## src/verilog/rtcr_regs.svh

```systemverilog
// Purpose: Offsets, field positions, reset values and timing counts of the counter block
// Assumes: Register index times four gives the byte address on the register bus
// Notes: Definitions only; included by the top module and the bench
`ifndef RTCR_REGS_SVH
`define RTCR_REGS_SVH

// Register indices, byte address is index * 4
`define RTCR_IDX_CTRL 5'h00
`define RTCR_IDX_STATUS 5'h01
`define RTCR_IDX_IRQEN 5'h02
`define RTCR_IDX_IRQFL 5'h03
`define RTCR_IDX_LATCH 5'h04
`define RTCR_IDX_DBG 5'h05
`define RTCR_IDX_CRYSTAL_CALIBRATION 5'h06
`define RTCR_IDX_CLOCK_SOURCE_SELECT 5'h07
`define RTCR_IDX_CNT_L 5'h08
`define RTCR_IDX_CNT_H 5'h09
`define RTCR_IDX_TOP_L 5'h0A
`define RTCR_IDX_TOP_H 5'h0B
`define RTCR_IDX_CMP_L 5'h0C
`define RTCR_IDX_CMP_H 5'h0D
`define RTCR_IDX_PCTRL 5'h10
`define RTCR_IDX_PSTAT 5'h11
`define RTCR_IDX_PIRQEN 5'h12
`define RTCR_IDX_PIRQFL 5'h13
`define RTCR_IDX_PDBG 5'h15
`define RTCR_IDX_EVSEL 5'h16

// Control fields
`define RTCR_CTRL_EN 0
`define RTCR_CTRL_CORR 2
`define RTCR_CTRL_PSC_LSB 3
`define RTCR_CTRL_PSC_MSB 6
`define RTCR_CTRL_STBY 7
`define RTCR_CTRL_WMASK 8'hFD
`define RTCR_PCTRL_WMASK 8'h79

// Busy slots: control, count, top, compare
`define RTCR_SLOT_CTRL 0
`define RTCR_SLOT_CNT 1
`define RTCR_SLOT_TOP 2
`define RTCR_SLOT_CMP 3

// Interrupt flag and enable bits
`define RTCR_IRQ_WRAP 0
`define RTCR_IRQ_CMP 1

// Reset values
`define RTCR_TOP_RESET 16'hFFFF
`define RTCR_ZERO_RESET 8'h00

// Timing
`define RTCR_CLK_HZ 40000000
`define RTCR_SLOW_HZ 32768
`define RTCR_SYNC_SLOW_CYCLES 2'h2
`define RTCR_CORR_WINDOW_M1 20'hF_423F

// Bus responses
`define RTCR_RESP_OKAY 2'h0
`define RTCR_RESP_SLVERR 2'h2

`endif

```

## src/verilog/rtcr_pkg.sv

```systemverilog
// Purpose: Types shared by the counter block and its bench
// Assumes: Constants come from rtcr_regs.svh
// Notes: Bus carried as two packed structs, request and response
package rtcr_pkg;

   // Master to slave signals of the register bus
   typedef struct packed {
      logic awvalid;
      logic [7:0] awaddr;
      logic wvalid;
      logic [31:0] wdata;
      logic [3:0] wstrb;
      logic bready;
      logic arvalid;
      logic [7:0] araddr;
      logic rready;
   } rtcr_axi_req_type;

   // Slave to master signals of the register bus
   typedef struct packed {
      logic awready;
      logic wready;
      logic bvalid;
      logic [1:0] bresp;
      logic arready;
      logic rvalid;
      logic [31:0] rdata;
      logic [1:0] rresp;
   } rtcr_axi_rsp_type;

   // Complete state of the block
   typedef struct packed {
      logic [15:0] div_cnt;
      logic stby_meta;
      logic stby_sync;
      logic [7:0] ctrl;
      logic [7:0] ctrl_eff;
      logic [1:0] irq_en;
      logic [1:0] irq_flags;
      logic [7:0] latch;
      logic dbg;
      logic [7:0] crystal_calibration;
      logic [1:0] clock_source_select;
      logic [7:0] pctrl;
      logic pirq_en;
      logic pirq_flag;
      logic pdbg;
      logic [7:0] evsel;
      logic [15:0] count;
      logic [15:0] cnt_pend;
      logic [15:0] top_sw;
      logic [15:0] top_eff;
      logic [15:0] cmp_sw;
      logic [15:0] cmp_eff;
      logic [3:0] busy;
      logic [3:0][1:0] sync_cnt;
      logic [14:0] psc;
      logic [19:0] corr_win;
      logic [6:0] corr_done;
      logic aw_held;
      logic [7:0] aw_addr;
      logic w_held;
      logic [7:0] wdata;
      logic wstrb0;
      logic bvalid;
      logic [1:0] bresp;
      logic rvalid;
      logic [31:0] rdata;
      logic [1:0] rresp;
   } rtcr_state_type;

endpackage : rtcr_pkg

```

## src/verilog/rtcr_top.sv

```systemverilog
// Purpose: 16-bit real-time counter with periodic timer, registers over AXI4-Lite
// Assumes: Slow counter clock is a one-cycle enable derived from clk_i
// Notes: Writes to control, count, top and compare cross after two slow ticks
// Function
// - The prescaler code in control bits 6 to 3 divides the slow clock by two to its power.
// - Control bit 7 set keeps the counter running in standby, clear stops it there.
// - Control bit 2 turns crystal frequency correction of the prescaler on or off.
// - Control bit 0 enables the counter; clearing it holds the count where it is.
// - A control write takes effect in the counter domain after two slow clock cycles.
// - Status bits 3 to 0 read one while compare, top, count or control is synchronising.
// - Interrupt enable bit 1 gates the compare match interrupt.
// - Interrupt enable bit 0 gates the wrap interrupt.
// - Flag bit 1 sets when a count step makes the count equal to the compare value; a count write does not set it.
// - Flag bit 0 sets when the count reached the top value and wrapped to zero.
// - Writing one to a flag clears it, writing zero leaves it.
// - One shared byte latch, readable and writable, serves all 16-bit registers.
// - An interrupt request stands while a flag and its enable are both set.
// - The prescaler runs while the counter or the periodic timer is enabled.
`timescale 1ns/100ps
`include "rtcr_regs.svh"

module rtcr_top #(
   parameter int unsigned SLOW_DIV = `RTCR_CLK_HZ / `RTCR_SLOW_HZ
) (
   input wire logic clk_i,
   input wire logic sys_rst_i,
   input wire rtcr_pkg::rtcr_axi_req_type axi_req_i,
   output rtcr_pkg::rtcr_axi_rsp_type axi_rsp_o,
   input wire logic standby_i,
   output logic irq_o,
   output logic pit_irq_o
);

   // Divider counter is 16 bits wide
   if (SLOW_DIV < 1 || SLOW_DIV > 65535) begin : g_bad_div
      $error("SLOW_DIV out of range");
   end

   rtcr_pkg::rtcr_state_type st_reg;
   rtcr_pkg::rtcr_state_type st_next;

   logic slow_tick;
   logic aw_rdy;
   logic w_rdy;
   logic ar_rdy;
   logic wr_go;
   logic wr_en;
   logic rd_en;
   logic [4:0] wr_idx;
   logic [4:0] rd_idx;
   logic [7:0] wd;
   logic [7:0] rd_byte;
   logic [3:0] start;
   logic [3:0] apply;
   logic [1:0] clr;
   logic pclr;
   logic psc_run;
   logic corr_act;
   logic corr_adj;
   logic [1:0] step;
   logic cnt_tick;
   logic stby_halt;
   logic [15:0] cnt_new;
   logic wrap_set;
   logic cmp_set;
   logic pit_set;

   // Aligned, in range, and not a reserved hole
   function automatic logic addr_ok(input logic [7:0] a);
      logic [4:0] i;
      i = a[6:2];
      addr_ok = (a[1:0] == 2'h0) && !a[7] && (i <= `RTCR_IDX_EVSEL) &&
                (i != 5'h0E) && (i != 5'h0F) && (i != 5'h14);
   endfunction : addr_ok

   // True when a prescaler step carries out of the low code bits
   function automatic logic psc_carry(input logic [14:0] p, input logic [1:0] s,
                                      input logic [3:0] c);
      logic [15:0] mask;
      logic [15:0] low;
      mask = (16'h0001 << c) - 16'h0001;
      low = {1'b0, p} & mask;
      psc_carry = (s != 2'h0) && ((low + {14'h0000, s}) > mask);
   endfunction : psc_carry

   // Bus handshakes; one request of each kind at a time
   assign aw_rdy = !st_reg.aw_held && !st_reg.bvalid;
   assign w_rdy = !st_reg.w_held && !st_reg.bvalid;
   assign ar_rdy = !st_reg.rvalid;
   assign wr_go = st_reg.aw_held && st_reg.w_held;
   assign wr_en = wr_go && addr_ok(st_reg.aw_addr) && st_reg.wstrb0;
   assign wr_idx = st_reg.aw_addr[6:2];
   assign wd = st_reg.wdata;
   assign rd_en = axi_req_i.arvalid && ar_rdy && addr_ok(axi_req_i.araddr);
   assign rd_idx = axi_req_i.araddr[6:2];

   // Response channel, all from flip-flops except the readies
   assign axi_rsp_o.awready = aw_rdy;
   assign axi_rsp_o.wready = w_rdy;
   assign axi_rsp_o.bvalid = st_reg.bvalid;
   assign axi_rsp_o.bresp = st_reg.bresp;
   assign axi_rsp_o.arready = ar_rdy;
   assign axi_rsp_o.rvalid = st_reg.rvalid;
   assign axi_rsp_o.rdata = st_reg.rdata;
   assign axi_rsp_o.rresp = st_reg.rresp;

   // Request lines stay high until the flag or its enable is cleared
   assign irq_o = |(st_reg.irq_flags & st_reg.irq_en);
   assign pit_irq_o = st_reg.pirq_flag && st_reg.pirq_en;

   // Next state of the whole block
   always_comb begin
      st_next = st_reg;
      start = 4'h0;
      apply = 4'h0;
      clr = 2'h0;
      pclr = 1'b0;
      rd_byte = 8'h00;
      cnt_new = st_reg.count;
      wrap_set = 1'b0;
      cmp_set = 1'b0;

      // Slow counter clock as an enable pulse
      slow_tick = (st_reg.div_cnt == 16'h0000);
      st_next.div_cnt = slow_tick ? 16'(SLOW_DIV - 1) : st_reg.div_cnt - 16'h0001;
      st_next.stby_meta = standby_i;
      st_next.stby_sync = st_reg.stby_meta;

      // Address and data may arrive in either order
      if (axi_req_i.awvalid && aw_rdy) begin
         st_next.aw_held = 1'b1;
         st_next.aw_addr = axi_req_i.awaddr;
      end
      if (axi_req_i.wvalid && w_rdy) begin
         st_next.w_held = 1'b1;
         st_next.wdata = axi_req_i.wdata[7:0];
         st_next.wstrb0 = axi_req_i.wstrb[0];
      end
      if (st_reg.bvalid && axi_req_i.bready) begin
         st_next.bvalid = 1'b0;
      end
      if (wr_go) begin
         st_next.aw_held = 1'b0;
         st_next.w_held = 1'b0;
         st_next.bvalid = 1'b1;
         st_next.bresp = addr_ok(st_reg.aw_addr) ? `RTCR_RESP_OKAY : `RTCR_RESP_SLVERR;
      end

      // Read decode; low byte reads load the latch with the high byte
      if (rd_idx == `RTCR_IDX_CTRL) begin
         rd_byte = st_reg.ctrl;
      end else if (rd_idx == `RTCR_IDX_STATUS) begin
         rd_byte = {4'h0, st_reg.busy};
      end else if (rd_idx == `RTCR_IDX_IRQEN) begin
         rd_byte = {6'h00, st_reg.irq_en};
      end else if (rd_idx == `RTCR_IDX_IRQFL) begin
         rd_byte = {6'h00, st_reg.irq_flags};
      end else if (rd_idx == `RTCR_IDX_LATCH) begin
         rd_byte = st_reg.latch;
      end else if (rd_idx == `RTCR_IDX_DBG) begin
         rd_byte = {7'h00, st_reg.dbg};
      end else if (rd_idx == `RTCR_IDX_CRYSTAL_CALIBRATION) begin
         rd_byte = st_reg.crystal_calibration;
      end else if (rd_idx == `RTCR_IDX_CLOCK_SOURCE_SELECT) begin
         rd_byte = {6'h00, st_reg.clock_source_select};
      end else if (rd_idx == `RTCR_IDX_CNT_L) begin
         rd_byte = st_reg.count[7:0];
         if (rd_en) st_next.latch = st_reg.count[15:8];
      end else if (rd_idx == `RTCR_IDX_TOP_L) begin
         rd_byte = st_reg.top_sw[7:0];
         if (rd_en) st_next.latch = st_reg.top_sw[15:8];
      end else if (rd_idx == `RTCR_IDX_CMP_L) begin
         rd_byte = st_reg.cmp_sw[7:0];
         if (rd_en) st_next.latch = st_reg.cmp_sw[15:8];
      end else if (rd_idx == `RTCR_IDX_CNT_H || rd_idx == `RTCR_IDX_TOP_H ||
                   rd_idx == `RTCR_IDX_CMP_H) begin
         rd_byte = st_reg.latch;
      end else if (rd_idx == `RTCR_IDX_PCTRL) begin
         rd_byte = st_reg.pctrl;
      end else if (rd_idx == `RTCR_IDX_PIRQEN) begin
         rd_byte = {7'h00, st_reg.pirq_en};
      end else if (rd_idx == `RTCR_IDX_PIRQFL) begin
         rd_byte = {7'h00, st_reg.pirq_flag};
      end else if (rd_idx == `RTCR_IDX_PDBG) begin
         rd_byte = {7'h00, st_reg.pdbg};
      end else if (rd_idx == `RTCR_IDX_EVSEL) begin
         rd_byte = st_reg.evsel;
      end else begin
         rd_byte = 8'h00;
      end
      if (st_reg.rvalid && axi_req_i.rready) begin
         st_next.rvalid = 1'b0;
      end
      if (axi_req_i.arvalid && ar_rdy) begin
         st_next.rvalid = 1'b1;
         st_next.rdata = rd_en ? {24'h00_0000, rd_byte} : 32'h0000_0000;
         st_next.rresp = rd_en ? `RTCR_RESP_OKAY : `RTCR_RESP_SLVERR;
      end

      // Write decode; a write overrides a latch load from a read
      if (wr_en) begin
         if (wr_idx == `RTCR_IDX_CTRL) begin
            st_next.ctrl = wd & `RTCR_CTRL_WMASK;
            start[`RTCR_SLOT_CTRL] = 1'b1;
         end else if (wr_idx == `RTCR_IDX_IRQEN) begin
            st_next.irq_en = wd[1:0];
         end else if (wr_idx == `RTCR_IDX_IRQFL) begin
            clr = wd[1:0];
         end else if (wr_idx == `RTCR_IDX_LATCH) begin
            st_next.latch = wd;
         end else if (wr_idx == `RTCR_IDX_DBG) begin
            st_next.dbg = wd[0];
         end else if (wr_idx == `RTCR_IDX_CRYSTAL_CALIBRATION) begin
            st_next.crystal_calibration = wd;
         end else if (wr_idx == `RTCR_IDX_CLOCK_SOURCE_SELECT) begin
            st_next.clock_source_select = wd[1:0];
         end else if (wr_idx == `RTCR_IDX_CNT_L) begin
            st_next.cnt_pend = {st_reg.latch, wd};
            start[`RTCR_SLOT_CNT] = 1'b1;
         end else if (wr_idx == `RTCR_IDX_TOP_L) begin
            st_next.top_sw = {st_reg.latch, wd};
            start[`RTCR_SLOT_TOP] = 1'b1;
         end else if (wr_idx == `RTCR_IDX_CMP_L) begin
            st_next.cmp_sw = {st_reg.latch, wd};
            start[`RTCR_SLOT_CMP] = 1'b1;
         end else if (wr_idx == `RTCR_IDX_CNT_H || wr_idx == `RTCR_IDX_TOP_H ||
                      wr_idx == `RTCR_IDX_CMP_H) begin
            st_next.latch = wd;
         end else if (wr_idx == `RTCR_IDX_PCTRL) begin
            st_next.pctrl = wd & `RTCR_PCTRL_WMASK;
         end else if (wr_idx == `RTCR_IDX_PIRQEN) begin
            st_next.pirq_en = wd[0];
         end else if (wr_idx == `RTCR_IDX_PIRQFL) begin
            pclr = wd[0];
         end else if (wr_idx == `RTCR_IDX_PDBG) begin
            st_next.pdbg = wd[0];
         end else if (wr_idx == `RTCR_IDX_EVSEL) begin
            st_next.evsel = wd;
         end
      end

      // Crossing slots; a new write restarts its slot, so it never gets lost
      for (int i = 0; i < 4; i++) begin
         if (start[i]) begin
            st_next.busy[i] = 1'b1;
            st_next.sync_cnt[i] = `RTCR_SYNC_SLOW_CYCLES;
         end else if (slow_tick && st_reg.busy[i]) begin
            if (st_reg.sync_cnt[i] == 2'h1) begin
               st_next.busy[i] = 1'b0;
               apply[i] = 1'b1;
            end else begin
               st_next.sync_cnt[i] = st_reg.sync_cnt[i] - 2'h1;
            end
         end
      end
      if (apply[`RTCR_SLOT_CTRL]) st_next.ctrl_eff = st_reg.ctrl;
      if (apply[`RTCR_SLOT_TOP]) st_next.top_eff = st_reg.top_sw;
      if (apply[`RTCR_SLOT_CMP]) st_next.cmp_eff = st_reg.cmp_sw;

      // Prescaler runs for either function; correction bends its step
      psc_run = st_reg.ctrl_eff[`RTCR_CTRL_EN] | st_reg.pctrl[0];
      corr_act = st_reg.ctrl_eff[`RTCR_CTRL_CORR] && slow_tick && psc_run;
      corr_adj = corr_act && (st_reg.corr_done < st_reg.crystal_calibration[6:0]);
      if (!slow_tick || !psc_run) begin
         step = 2'h0;
      end else if (corr_adj) begin
         step = st_reg.crystal_calibration[7] ? 2'h2 : 2'h0;
      end else begin
         step = 2'h1;
      end
      if (corr_act) begin
         st_next.corr_win = (st_reg.corr_win == `RTCR_CORR_WINDOW_M1) ? 20'h0_0000 :
                            st_reg.corr_win + 20'h0_0001;
         if (st_reg.corr_win == `RTCR_CORR_WINDOW_M1) begin
            st_next.corr_done = 7'h00;
         end else if (corr_adj) begin
            st_next.corr_done = st_reg.corr_done + 7'h01;
         end
      end
      st_next.psc = st_reg.psc + {13'h0000, step};

      // Counting; standby halts it unless run in standby is set
      stby_halt = st_reg.stby_sync && !st_reg.ctrl_eff[`RTCR_CTRL_STBY];
      cnt_tick = st_reg.ctrl_eff[`RTCR_CTRL_EN] && !stby_halt &&
                 psc_carry(st_reg.psc, step,
                           st_reg.ctrl_eff[`RTCR_CTRL_PSC_MSB:`RTCR_CTRL_PSC_LSB]);
      if (apply[`RTCR_SLOT_CNT]) begin
         cnt_new = st_reg.cnt_pend;
      end else if (cnt_tick) begin
         if (st_reg.count == st_reg.top_eff) begin
            cnt_new = 16'h0000;
            wrap_set = 1'b1;
         end else begin
            cnt_new = st_reg.count + 16'h0001;
         end
         cmp_set = (cnt_new == st_reg.cmp_eff);
      end
      st_next.count = cnt_new;

      // Periodic timer flag on a rising prescaler bit
      pit_set = st_reg.pctrl[0] && (st_reg.pctrl[6:3] != 4'h0) &&
                (st_reg.pctrl[6:3] != 4'hF) &&
                !st_reg.psc[st_reg.pctrl[6:3]] && st_next.psc[st_reg.pctrl[6:3]];

      // Hardware set wins over a same-cycle clear
      st_next.irq_flags = (st_reg.irq_flags & ~clr) | {cmp_set, wrap_set};
      st_next.pirq_flag = (st_reg.pirq_flag & ~pclr) | pit_set;
   end

   // State register
   always_ff @(posedge clk_i) begin
      if (sys_rst_i) begin
         st_reg <= '0;
         st_reg.top_sw <= `RTCR_TOP_RESET;
         st_reg.top_eff <= `RTCR_TOP_RESET;
      end else begin
         st_reg <= st_next;
      end
   end
endmodule : rtcr_top

```

## config.mk

```make
export PLATFORM = sky130hd
export DESIGN_NAME = rtcr_top
export DESIGN_NICKNAME = d
export VERILOG_FILES = /design/src/verilog/rtcr_pkg.sv /design/src/verilog/rtcr_top.sv
export VERILOG_INCLUDE_DIRS = /design/src /design/src/verilog
export SDC_FILE = /design/constraint.sdc
export NUM_CORES = 1
export LEC_CHECK = 0
export ABC_AREA = 1
export BUFFER_PORTS_ARGS = -buffer_cell sky130_fd_sc_hd__buf_4
export CORE_MARGIN = 1.5
export CORE_UTILIZATION = 35
export DETAILED_ROUTE_END_ITERATION = 16
export SLEW_MARGIN = 20
export SYNTH_ARGS = -nofsm -noshare
export SYNTH_HDL_FRONTEND = slang
export SYNTH_SLANG_ARGS = --single-unit
export TNS_END_PERCENT = 5
```

## constraint.sdc

```tcl
create_clock -name clk_i -period 7.7 [get_ports clk_i]
set_clock_uncertainty 0.1 [all_clocks]
set_input_delay 1.54 -clock clk_i [delete_from_list [all_inputs] [get_ports clk_i]]
set_output_delay 1.54 -clock clk_i [all_outputs]
set_load 0.02 [all_outputs]
```

* Word-level counts from Yosys, hierarchy flattened *
Cells that the tools add are included.

word-level totals
  output and inout port bits = 43
  memory bits (writable) = 0
  ROM bits = 0
  word-level logic and storage cells = 404
  register bits after elaboration = 278
  latch bits = 0
  input bits = 60
  memories kept = 0

cells by class
  shifts and indexed selects = 1
  reductions and logical operators = 104
  $add $sub $neg = 11
  eq/ne operators = 53
  div/mod/pow operators = 0
  magnitude comparators = 5
  muxes and demuxes = 154
  bitwise operators = 28
  $mul = 0

operators with widths
  operator                                                                 number
  8-bit two-way mux                                                        46
  28-bit two-way mux                                                       4
  16-bit two-way mux                                                       5
  5-bit by 4-bit equality test with 1-bit output, second input constant    12
  1-bit two-way mux                                                        56
  5-bit equality test, second input constant                               10
  2-bit two-way mux                                                        23
  5-bit by 3-bit equality test with 1-bit output, second input constant    8
  20-bit two-way mux                                                       2
  1-bit logical AND                                                        37
  35-bit two-way mux                                                       1
  16-bit equality test                                                     2
  16-bit by 1-bit subtractor with 16-bit output, second input constant     2
  2-bit AND reduction                                                      14
  2-bit nonzero test                                                       13
  3-bit two-way mux                                                        8
  11-bit two-way mux                                                       2
  7-bit two-way mux                                                        3
  20-bit by 1-bit adder with 20-bit output, second input constant          1
  20-bit equality test, second input constant                              1
  5-bit by 2-bit equality test with 1-bit output, second input constant    4
  5-bit by 4-bit inequality test with 1-bit output, second input constant  4
  1-bit NOT                                                                20
  19-bit two-way mux                                                       1
  other kinds (41)                                                         77

* Depth between registers and ports, before layout *
Gate-level depths: netlist of run 1.

  word-level depth = 31
  gate-level depth with buffers = 36
  gate-level depth less buffers = 35

* Least setup slack after synthesis of run 1 *
No wires, ideal clock.

  kind = reg-to-reg
  start point = register st_reg[59] in the netlist's numbering
  end point = register st_reg[206] in the netlist's numbering
  period minus slack after synthesis = 5.009 ns
  setup slack = 2.691 ns
  stages on the path, launching flop included = 35
  data required time = 7.530 ns
  buffers on the path = 1
  library setup time = 0.070 ns
  arrival time = 4.839 ns
  cells stage by stage = dfxtp_1 > ha_1 > a21oi_1 > nand2_1 > a21oi_1 > nor2_1 > o21a_1 > o21ai_0 > nand2_1 > nor2_1 > inv_1 > fa_1 > inv_1 > nand4_1 > nor2_2 > nand4_1 > nor2_1 > nand4_1 > xor2_1 > inv_1 > ha_1 > nand2_1 > inv_1 > nand3_1 > or3_1 > a21oi_1 > nor2_1 > nor2_1 > nand2_1 > nor2_1 > inv_2 > nand2_1 > buf_2 > nand2_1 > a21oi_1

on the way
  word-level cells in the longest chain between the ends = 9
  elaborated cells on any way between the ends = 10
  those cells by class = add/sub: 1; order compare: 2; mux: 2; reduce/logical: 5

RTL lines
  item                                      line             text
  from (decl)                               rtcr_top.sv:39   rtcr_pkg::rtcr_state_type st_reg;
  from (signal assigned)                    rtcr_top.sv:317  st_reg <= st_next;
  7-bit < comparator (*)                    rtcr_top.sv:263  corr_adj = corr_act && (st_reg.corr_done < st_reg.crystal_calibration[6:0]);
  1-bit logical AND (*)                     rtcr_top.sv:263
  2-bit two-way mux (*)                     rtcr_top.sv:266  end else if (corr_adj) begin
  2-bit two-way mux (*)                     rtcr_top.sv:264  if (!slow_tick || !psc_run) begin
  16-bit by 2-bit adder with 16-bit output  rtcr_top.sv:83   psc_carry = (s != 2'h0) && ((low + {14'h0000, s}) > mask);
  16-bit greater-than comparator            rtcr_top.sv:83
  1-bit logical AND (*)                     rtcr_top.sv:83
  1-bit logical AND (*)                     rtcr_top.sv:284  cnt_tick = st_reg.ctrl_eff[`RTCR_CTRL_EN] && !stby_halt &&
  2-bit nonzero test (no line) (*)          -

Mark *: on every way between the ends. The rest lies on a longest branch, timed or not.
A chain may end at the register's enable or synchronous reset.

* Final worst setup path of run 1 *
Ends and elaborated chain as after synthesis.

==> flow_metrics.py, run 1 <==
metrics = {
    "status": {
        "status": "finished clean",
    },
    "worst_setup_path": {
        "worst-setup-path-type": "register to register",
        "cp.arrival_ns": 6.87,
        "critPathMaxStageDelay_ns": 0.49,
        "worst_setup_path_start_kind": "register",
        "cp_max_fo": 17,
        "r2r_cells": 33,
        "cp-end-kind": "register",
        "cp_slowest_cell": "nand2_1",
        "worst_ep_required_time_ns": 8.09,
    },
    "clock_network": {
        "numClockSinks": 252,
        "cts_tree": "built",
        "postCtsSetupBuffers": 0,
        "cts_buffers": 30,
        "clk_transition_reported_paths_ns": 0.06,
        "htreeDepth": 1,
        "cts_resized": 0,
        "hold_buffers": 0,
        "cts_root_buf": "clkbuf_16",
        "clk_latency_ns": 0.57,
        "clock_path_buffers": 3,
    },
    "logic_synthesis": {
        "synth_compound_area_share_pct": 20.7,
        "synthMuxAreaShare_pct": 0,
        "synth_edf_count": 0,
        "yosysSeqAreaShare_pct": 36.1,
        "synth_simple_gate_area_share_pct": 23.3,
        "netlist_top_cells_count": "319 x nand2_1, 297 x inv_1, 252 x dfxtp_1",
        "ys_seq_elements": 252,
        "yosysUniqueCellTypes": 54,
        "synth_top_family_by_area": "simple AND/OR/NAND/NOR gates",
        "yosysWarnings": 0,
        "synth_ff_type": "dfxtp_1",
        "netlist_area_sq_mm": 0.0140,
        "synth_xor_area_share_pct": 3.51,
        "synth_area_leaders": "dfxtp_1 36%, nand2_1 8.6%, inv_1 8.0%",
        "synth_cells": 2051,
        "synthArstFlopShare_pct": 0,
        "synth_fa_ha_area_share_pct": 3.51,
        "yosys.area.top_type_share_pct": 36.1,
        "synth.avg_cell_area_sq_um": 6.82,
        "yosysTopAreaCell": "dfxtp_1",
        "synth_most_common_cell": "nand2_1",
    },
    "route": {
        "vias": 13119,
        "viasPerCell": 5.05,
        "dr.pass1.iters": 5,
        "routed_wl_microns": 40000,
        "drc": 0,
        "dr.first_iter.drc_count": 950,
        "wl_per_cell_microns": 15.4,
        "antenna_left": 0,
    },
    "floorplan": {
        "io_pins": 103,
        "core_area_sq_mm": 0.0395,
        "num_rows": 73,
        "die_y_microns": 203,
        "die-area_sq_mm": 0.0412,
        "die_w_microns": 203,
        "initial_core_util_pct": 35.4,
    },
    "timing": {
        "max_slew_margin_pct": 29.5,
        "max_freq_mhz": 154,
        "setup_ws_ns": 1.21,
        "tns_ns": 0,
        "hold_viol": 0,
        "final_max_slew_viol_count": 0,
        "finalSetupViolCount": 0,
        "hold-worst-slack_ns": 0.305,
        "period_minus_slack_ns": 6.49,
        "timing.final.crit_share_pct": 84.2,
        "rsz0062_at_grt": "false",
        "worst_pin_slew_ns": 1.06,
    },
    "final_layout": {
        "drive_gt1_share_pct": 7.57,
        "final_util_pct": 39.5,
        "final_nets": 2148,
        "antennaDiodeCount": 0,
        "syn_to_final_growth_pct": 11.6,
        "seq_area_sq_mm": 0.00504,
        "fillCellCount": 4113,
        "multiInputGateArea_sq_mm": 0.00725,
        "largest_reg_flops": 231,
    },
    "power": {
        "p_per_area_mw_per_mm2": 209,
        "ir_worst_vdd_mv": 0.154,
        "power_leakage_nw": 6.43,
    },
    "grt": {
        "grtUsageMet1_pct": 26.7,
        "grt_use_met2_pct": 30.4,
        "grt_use_total_pct": 19.1,
        "grt_pass1_wl_microns": 63600,
        "overflow": 0,
        "antenna_found_initial": 0,
        "top_usage_layer": "met2",
        "grt_pass1_vias": 12020,
        "grt_max_degree": 83,
        "grt_use_met3_pct": 2.36,
    },
    "worst_hold_path": {
        "hold_depth": 2,
        "hold_path.class": "register to register",
    },
    "place": {
        "gp_congestion": 0.884,
        "port_buffers": 49,
        "dp_slack_ns": 1.21,
        "place_hpwl_microns": 28800,
    },
    "flow_run": {
        "cap_violations": 0,
    },
}
## final timing paths
check	start	to	slack [ns]
setup reg to reg	st_reg[59]	st_reg[206]	1.21
hold / removal	st_next[265]	st_reg[265]	0.30
hold reg to reg	st_next[265]	st_reg[265]	0.30
setup / recovery	st_reg[59]	st_reg[206]	1.21
## per-stage QoR
stage | instances | area [sq um] | power [mW]
6_report | 2598 | 15600 | 3.26
4_1_cts | 2598 | 15600 | 3.29
2_1_floorplan | 2076 | 14100 | 1.70
5_1_grt | 2598 | 15600 | 3.41
3_3_place_gp | 2543 | 14600 | 1.80
3_5_place_dp | 2543 | 14600 | 1.81
## report_power, final
group,total (mW),switching [mW],internal (mW)
Sequential,1.40,0.0498,1.35
Combinational,0.375,0.258,0.117
Clock,1.48,0.585,0.899
## area by class of cell
class | instances | area share, %
Multi-Input combinational cell | 1397 | 46.4
Inverter | 309 | 7.43
Sequential cell | 252 | 32.3
Tap cell | 525 | 4.21
Timing Repair Buffer | 60 | 2.89
Clock inverter | 15 | 1.09
Clock buffer | 40 | 5.63
## critical path, delay by kind of cell (launching register included)
family / cells / cell delay (ns)
xor+xnor: 1 / 0.15
simple gates: 18 / 3.06
buf+inv: 5 / 0.60
compound gates: 6 / 1.03
fa+ha+maj: 3 / 0.99
flops: 1 / 0.45
## routing by layer
layer	up-vias	share of wire [%]
met5	-	0
met3	86	5.5
met1	5973	48
met2	374	43
li1	6686	-
met4	0	3.0
## placed cells by master, fill, tap and decap left out, drive strengths merged, types with 10 or more instances in the layout
master,count
nand2,320
inv,308
dfxtp,252
nor2,231
o21ai,223
a21oi,203
nand3,104
buf,60
clkbuf,40
nor3,39
xor2,38
ha,36
nand4,34
o211ai,31
conb,27
a211oi,22
xnor2,18
o221ai,11
clkinv,11
nor4,10
## logic make-up after synthesis
family / after synthesis
buffers and inverters: 427
AOI/OAI and AO/OA: 522
adders and majority gates: 38
and+or+nand+nor: 754
xor gates and xnor gates: 56
other: 2
DFF: 252
(Power assumes the default switching activity.)
==> run 2: changes to the inputs <==
- clock period: 7.7 -> 6.1 ns (I/O delays scaled with it)
==> run 2 against run 1 <==
  * Final area up 0.14%
  * Flip-flop and latch count unchanged
  * Non-clock buffer count up 9
  * Global-route usage about the same
  * Critical endpoint is now st_reg[201]
  * Clock power up 22%
  * Clock-buffer cell count up 3
  * First-iteration DRC count down 2.0%
  * Largest power group unchanged
  * Setup slack worse by 0.72 ns
  * Worst hold slack better by 0.023 ns
==> flow_metrics.py, run 2 (synthesis gave the netlist of run 1 again) <==
metrics = {
    "final_layout": {
        "fillCellCount": 4154,
        "drive_gt1_share_pct": 7.84,
        "antennaDiodeCount": 0,
        "final_common_cell": "nand2_1",
        "final_cell_mix": "318 x nand2_1, 296 x inv_1, 251 x dfxtp_1, 218 x nor2_1, 217 x o21ai_0",
        "final_nets": 2156,
        "largest_reg_flops": 231,
        "syn_to_final_growth_pct": 11.8,
        "fin_area_sq_mm": 0.0156,
    },
    "timing": {
        "hold-worst-slack_ns": 0.327,
        "tns_ns": 0,
        "final_max_slew_viol_count": 0,
        "worst_pin_slew_ns": 1.06,
        "timing.final.crit_share_pct": 91.9,
        "hold_viol": 0,
        "max_freq_mhz": 178,
        "max_slew_margin_pct": 29.4,
        "period_minus_slack_ns": 5.61,
        "finalSetupViolCount": 0,
    },
    "place": {
        "place_hpwl_microns": 28800,
        "post_dp_cell_area_sq_mm": 0.0146,
        "port_buffers": 49,
        "gp_congestion": 0.914,
    },
    "grt": {
        "overflow": 0,
        "grt_use_total_pct": 19.1,
        "antenna_found_initial": 0,
        "grt_max_degree": 75,
        "grt_pass1_vias": 12108,
        "grt_pass1_wl_microns": 63900,
    },
    "worst_setup_path": {
        "cp_max_fo": 8,
        "crit_buf_inv": 9,
        "r2r_cells": 36,
        "crit_family": "simple AND/OR/NAND/NOR gates",
        "worst_setup_path_start_kind": "register",
        "worst_ep_required_time_ns": 6.48,
        "critPathMaxStageDelay_ns": 0.41,
        "rrSetupSlack_ns": 0.49,
        "worst-setup-path-type": "register to register",
        "r2r_end": "st_reg[201]",
        "cp_slowest_cell": "fa_1",
        "cp-end-kind": "register",
        "r2r_start": "st_reg[267]",
        "cp.arrival_ns": 5.99,
    },
    "floorplan": {
        "die_y_microns": 203,
        "io_pins": 103,
        "die-area_sq_mm": 0.0412,
        "core_area_sq_mm": 0.0395,
        "num_rows": 73,
        "initial_core_util_pct": 35.4,
        "die_w_microns": 203,
    },
    "clock_network": {
        "htreeDepth": 1,
        "numClockSinks": 252,
        "clk_latency_ns": 0.57,
        "cts_root_buf": "clkbuf_16",
        "clk_transition_reported_paths_ns": 0.06,
        "clock_path_buffers": 3,
        "cts_buffers": 29,
        "cts_tree": "built",
        "hold_buffers": 0,
    },
    "power": {
        "ir_worst_vdd_mv": 0.186,
        "power_frac_clock_pct": 44.3,
        "power_frac_seq_pct": 43.6,
        "p_per_area_mw_per_mm2": 260,
        "switchingPower_mw": 1.11,
        "power_leakage_nw": 6.44,
        "p_sw_share_pct": 27.3,
        "p_total_mw": 4.06,
        "p_comb_share_pct": 12.1,
        "p_int_mw": 2.95,
    },
    "worst_hold_path": {
        "hp-start": "st_next[265]",
        "hold_depth": 2,
        "holdPathEnd": "st_reg[265]",
        "hold_path.class": "register to register",
    },
    "route": {
        "vias": 13170,
        "viasPerCell": 5.06,
        "routed_wl_microns": 40000,
        "drc": 0,
        "antenna_left": 0,
        "wl_per_cell_microns": 15.4,
        "dr.pass1.iters": 6,
        "dr.first_iter.drc_count": 931,
    },
    "status": {
        "status": "finished clean",
    },
    "flow_run": {
        "cap_violations": 0,
    },
}
run 2: cell count changes in the layout (fill, tap and decap cells not counted), moves of 2 or more:
| cell | previous run | this run |
|---|---|---|
| nor4_1 | 7 | 5 |
| buf_4 | 60 | 69 |
| clkinv_2 | 8 | 4 |
| nor4_2 | 2 | 4 |
| clkbuf_1 | 1 | 6 |
| nor2_1 | 220 | 218 |
| clkinvlp_4 | 2 | 0 |
run 2: tightest hold or removal path: cells and delay by family (launching register included):
| kind | cells | cell delay (ns) |
|---|---|---|
| DFF | 1 | 0.30 |
| buffers and inverters | 1 | 0.05 |
| and+or+nand+nor | 1 | 0.04 |
run 2: per-stage QoR:
| step | setup slack, ns | util [%] | instances |
|---|---|---|---|
| after detailed placement | 0.342 | 36.9 | 2549 |
| after global placement | 0.395 | 36.9 | 2549 |
| final | 0.493 | 39.5 | 2603 |
| after global routing | -0.0147 | 39.5 | 2603 |
| after floorplan | 1.09 | - | 2076 |
| after CTS | 0.304 | 39.4 | 2600 |
run 2: routing by layer:
| layer | part of all wire (%) | up-vias | wire length, microns | track usage (%) |
|---|---|---|---|---|
| met5 | 0 | - | 0 | 0 |
| met4 | 2.1 | 0 | 823 | 4.92 |
| met3 | 5.1 | 67 | 2040 | 2.17 |
| met2 | 45 | 376 | 17900 | 31.4 |
| met1 | 48 | 6037 | 19300 | 26.6 |
| li1 | - | 6690 | - | - |
run 2: repair_timing:
action                     CTS  global route
gates resized for setup      0             8
hold endpoints to repair     0             0
setup endpoints to repair    0            18
setup buffers                0             3
run 2: worst max-delay path by stage:
stage,slack (ns),depth (start not counted),from,to
floorplan,1.09,34,st_reg[59],st_reg[206]
global placement,0.40,36,st_reg[267],st_reg[206]
detailed placement,0.34,36,st_reg[267],st_reg[201]
CTS,0.30,36,st_reg[267],st_reg[201]
global route,-0.01,36,st_reg[267],st_reg[201]
finish,0.49,36,st_reg[267],st_reg[201]
run 2: final cells by class:
| type | count | area, sq um | share of cell area (%) |
|---|---|---|---|
| Clock buffer | 43 | 858 | 5.49 |
| Clock inverter | 8 | 119 | 0.760 |
| Inverter | 309 | 1160 | 7.42 |
| Multi-Input combinational cell | 1397 | 7270 | 46.5 |
| Sequential cell | 252 | 5050 | 32.3 |
| Tap cell | 525 | 657 | 4.20 |
| Timing Repair Buffer | 69 | 518 | 3.31 |
run 2: power groups by stage:
stage	Clock, mW	Sequential (mW)	Combinational (mW)
5_1_grt	1.89	1.78	0.554
2_1_floorplan	0	1.78	0.371
6_report	1.80	1.77	0.490
4_1_cts	1.83	1.77	0.479
3_3_place_gp	0	1.80	0.471
3_5_place_dp	0	1.80	0.478
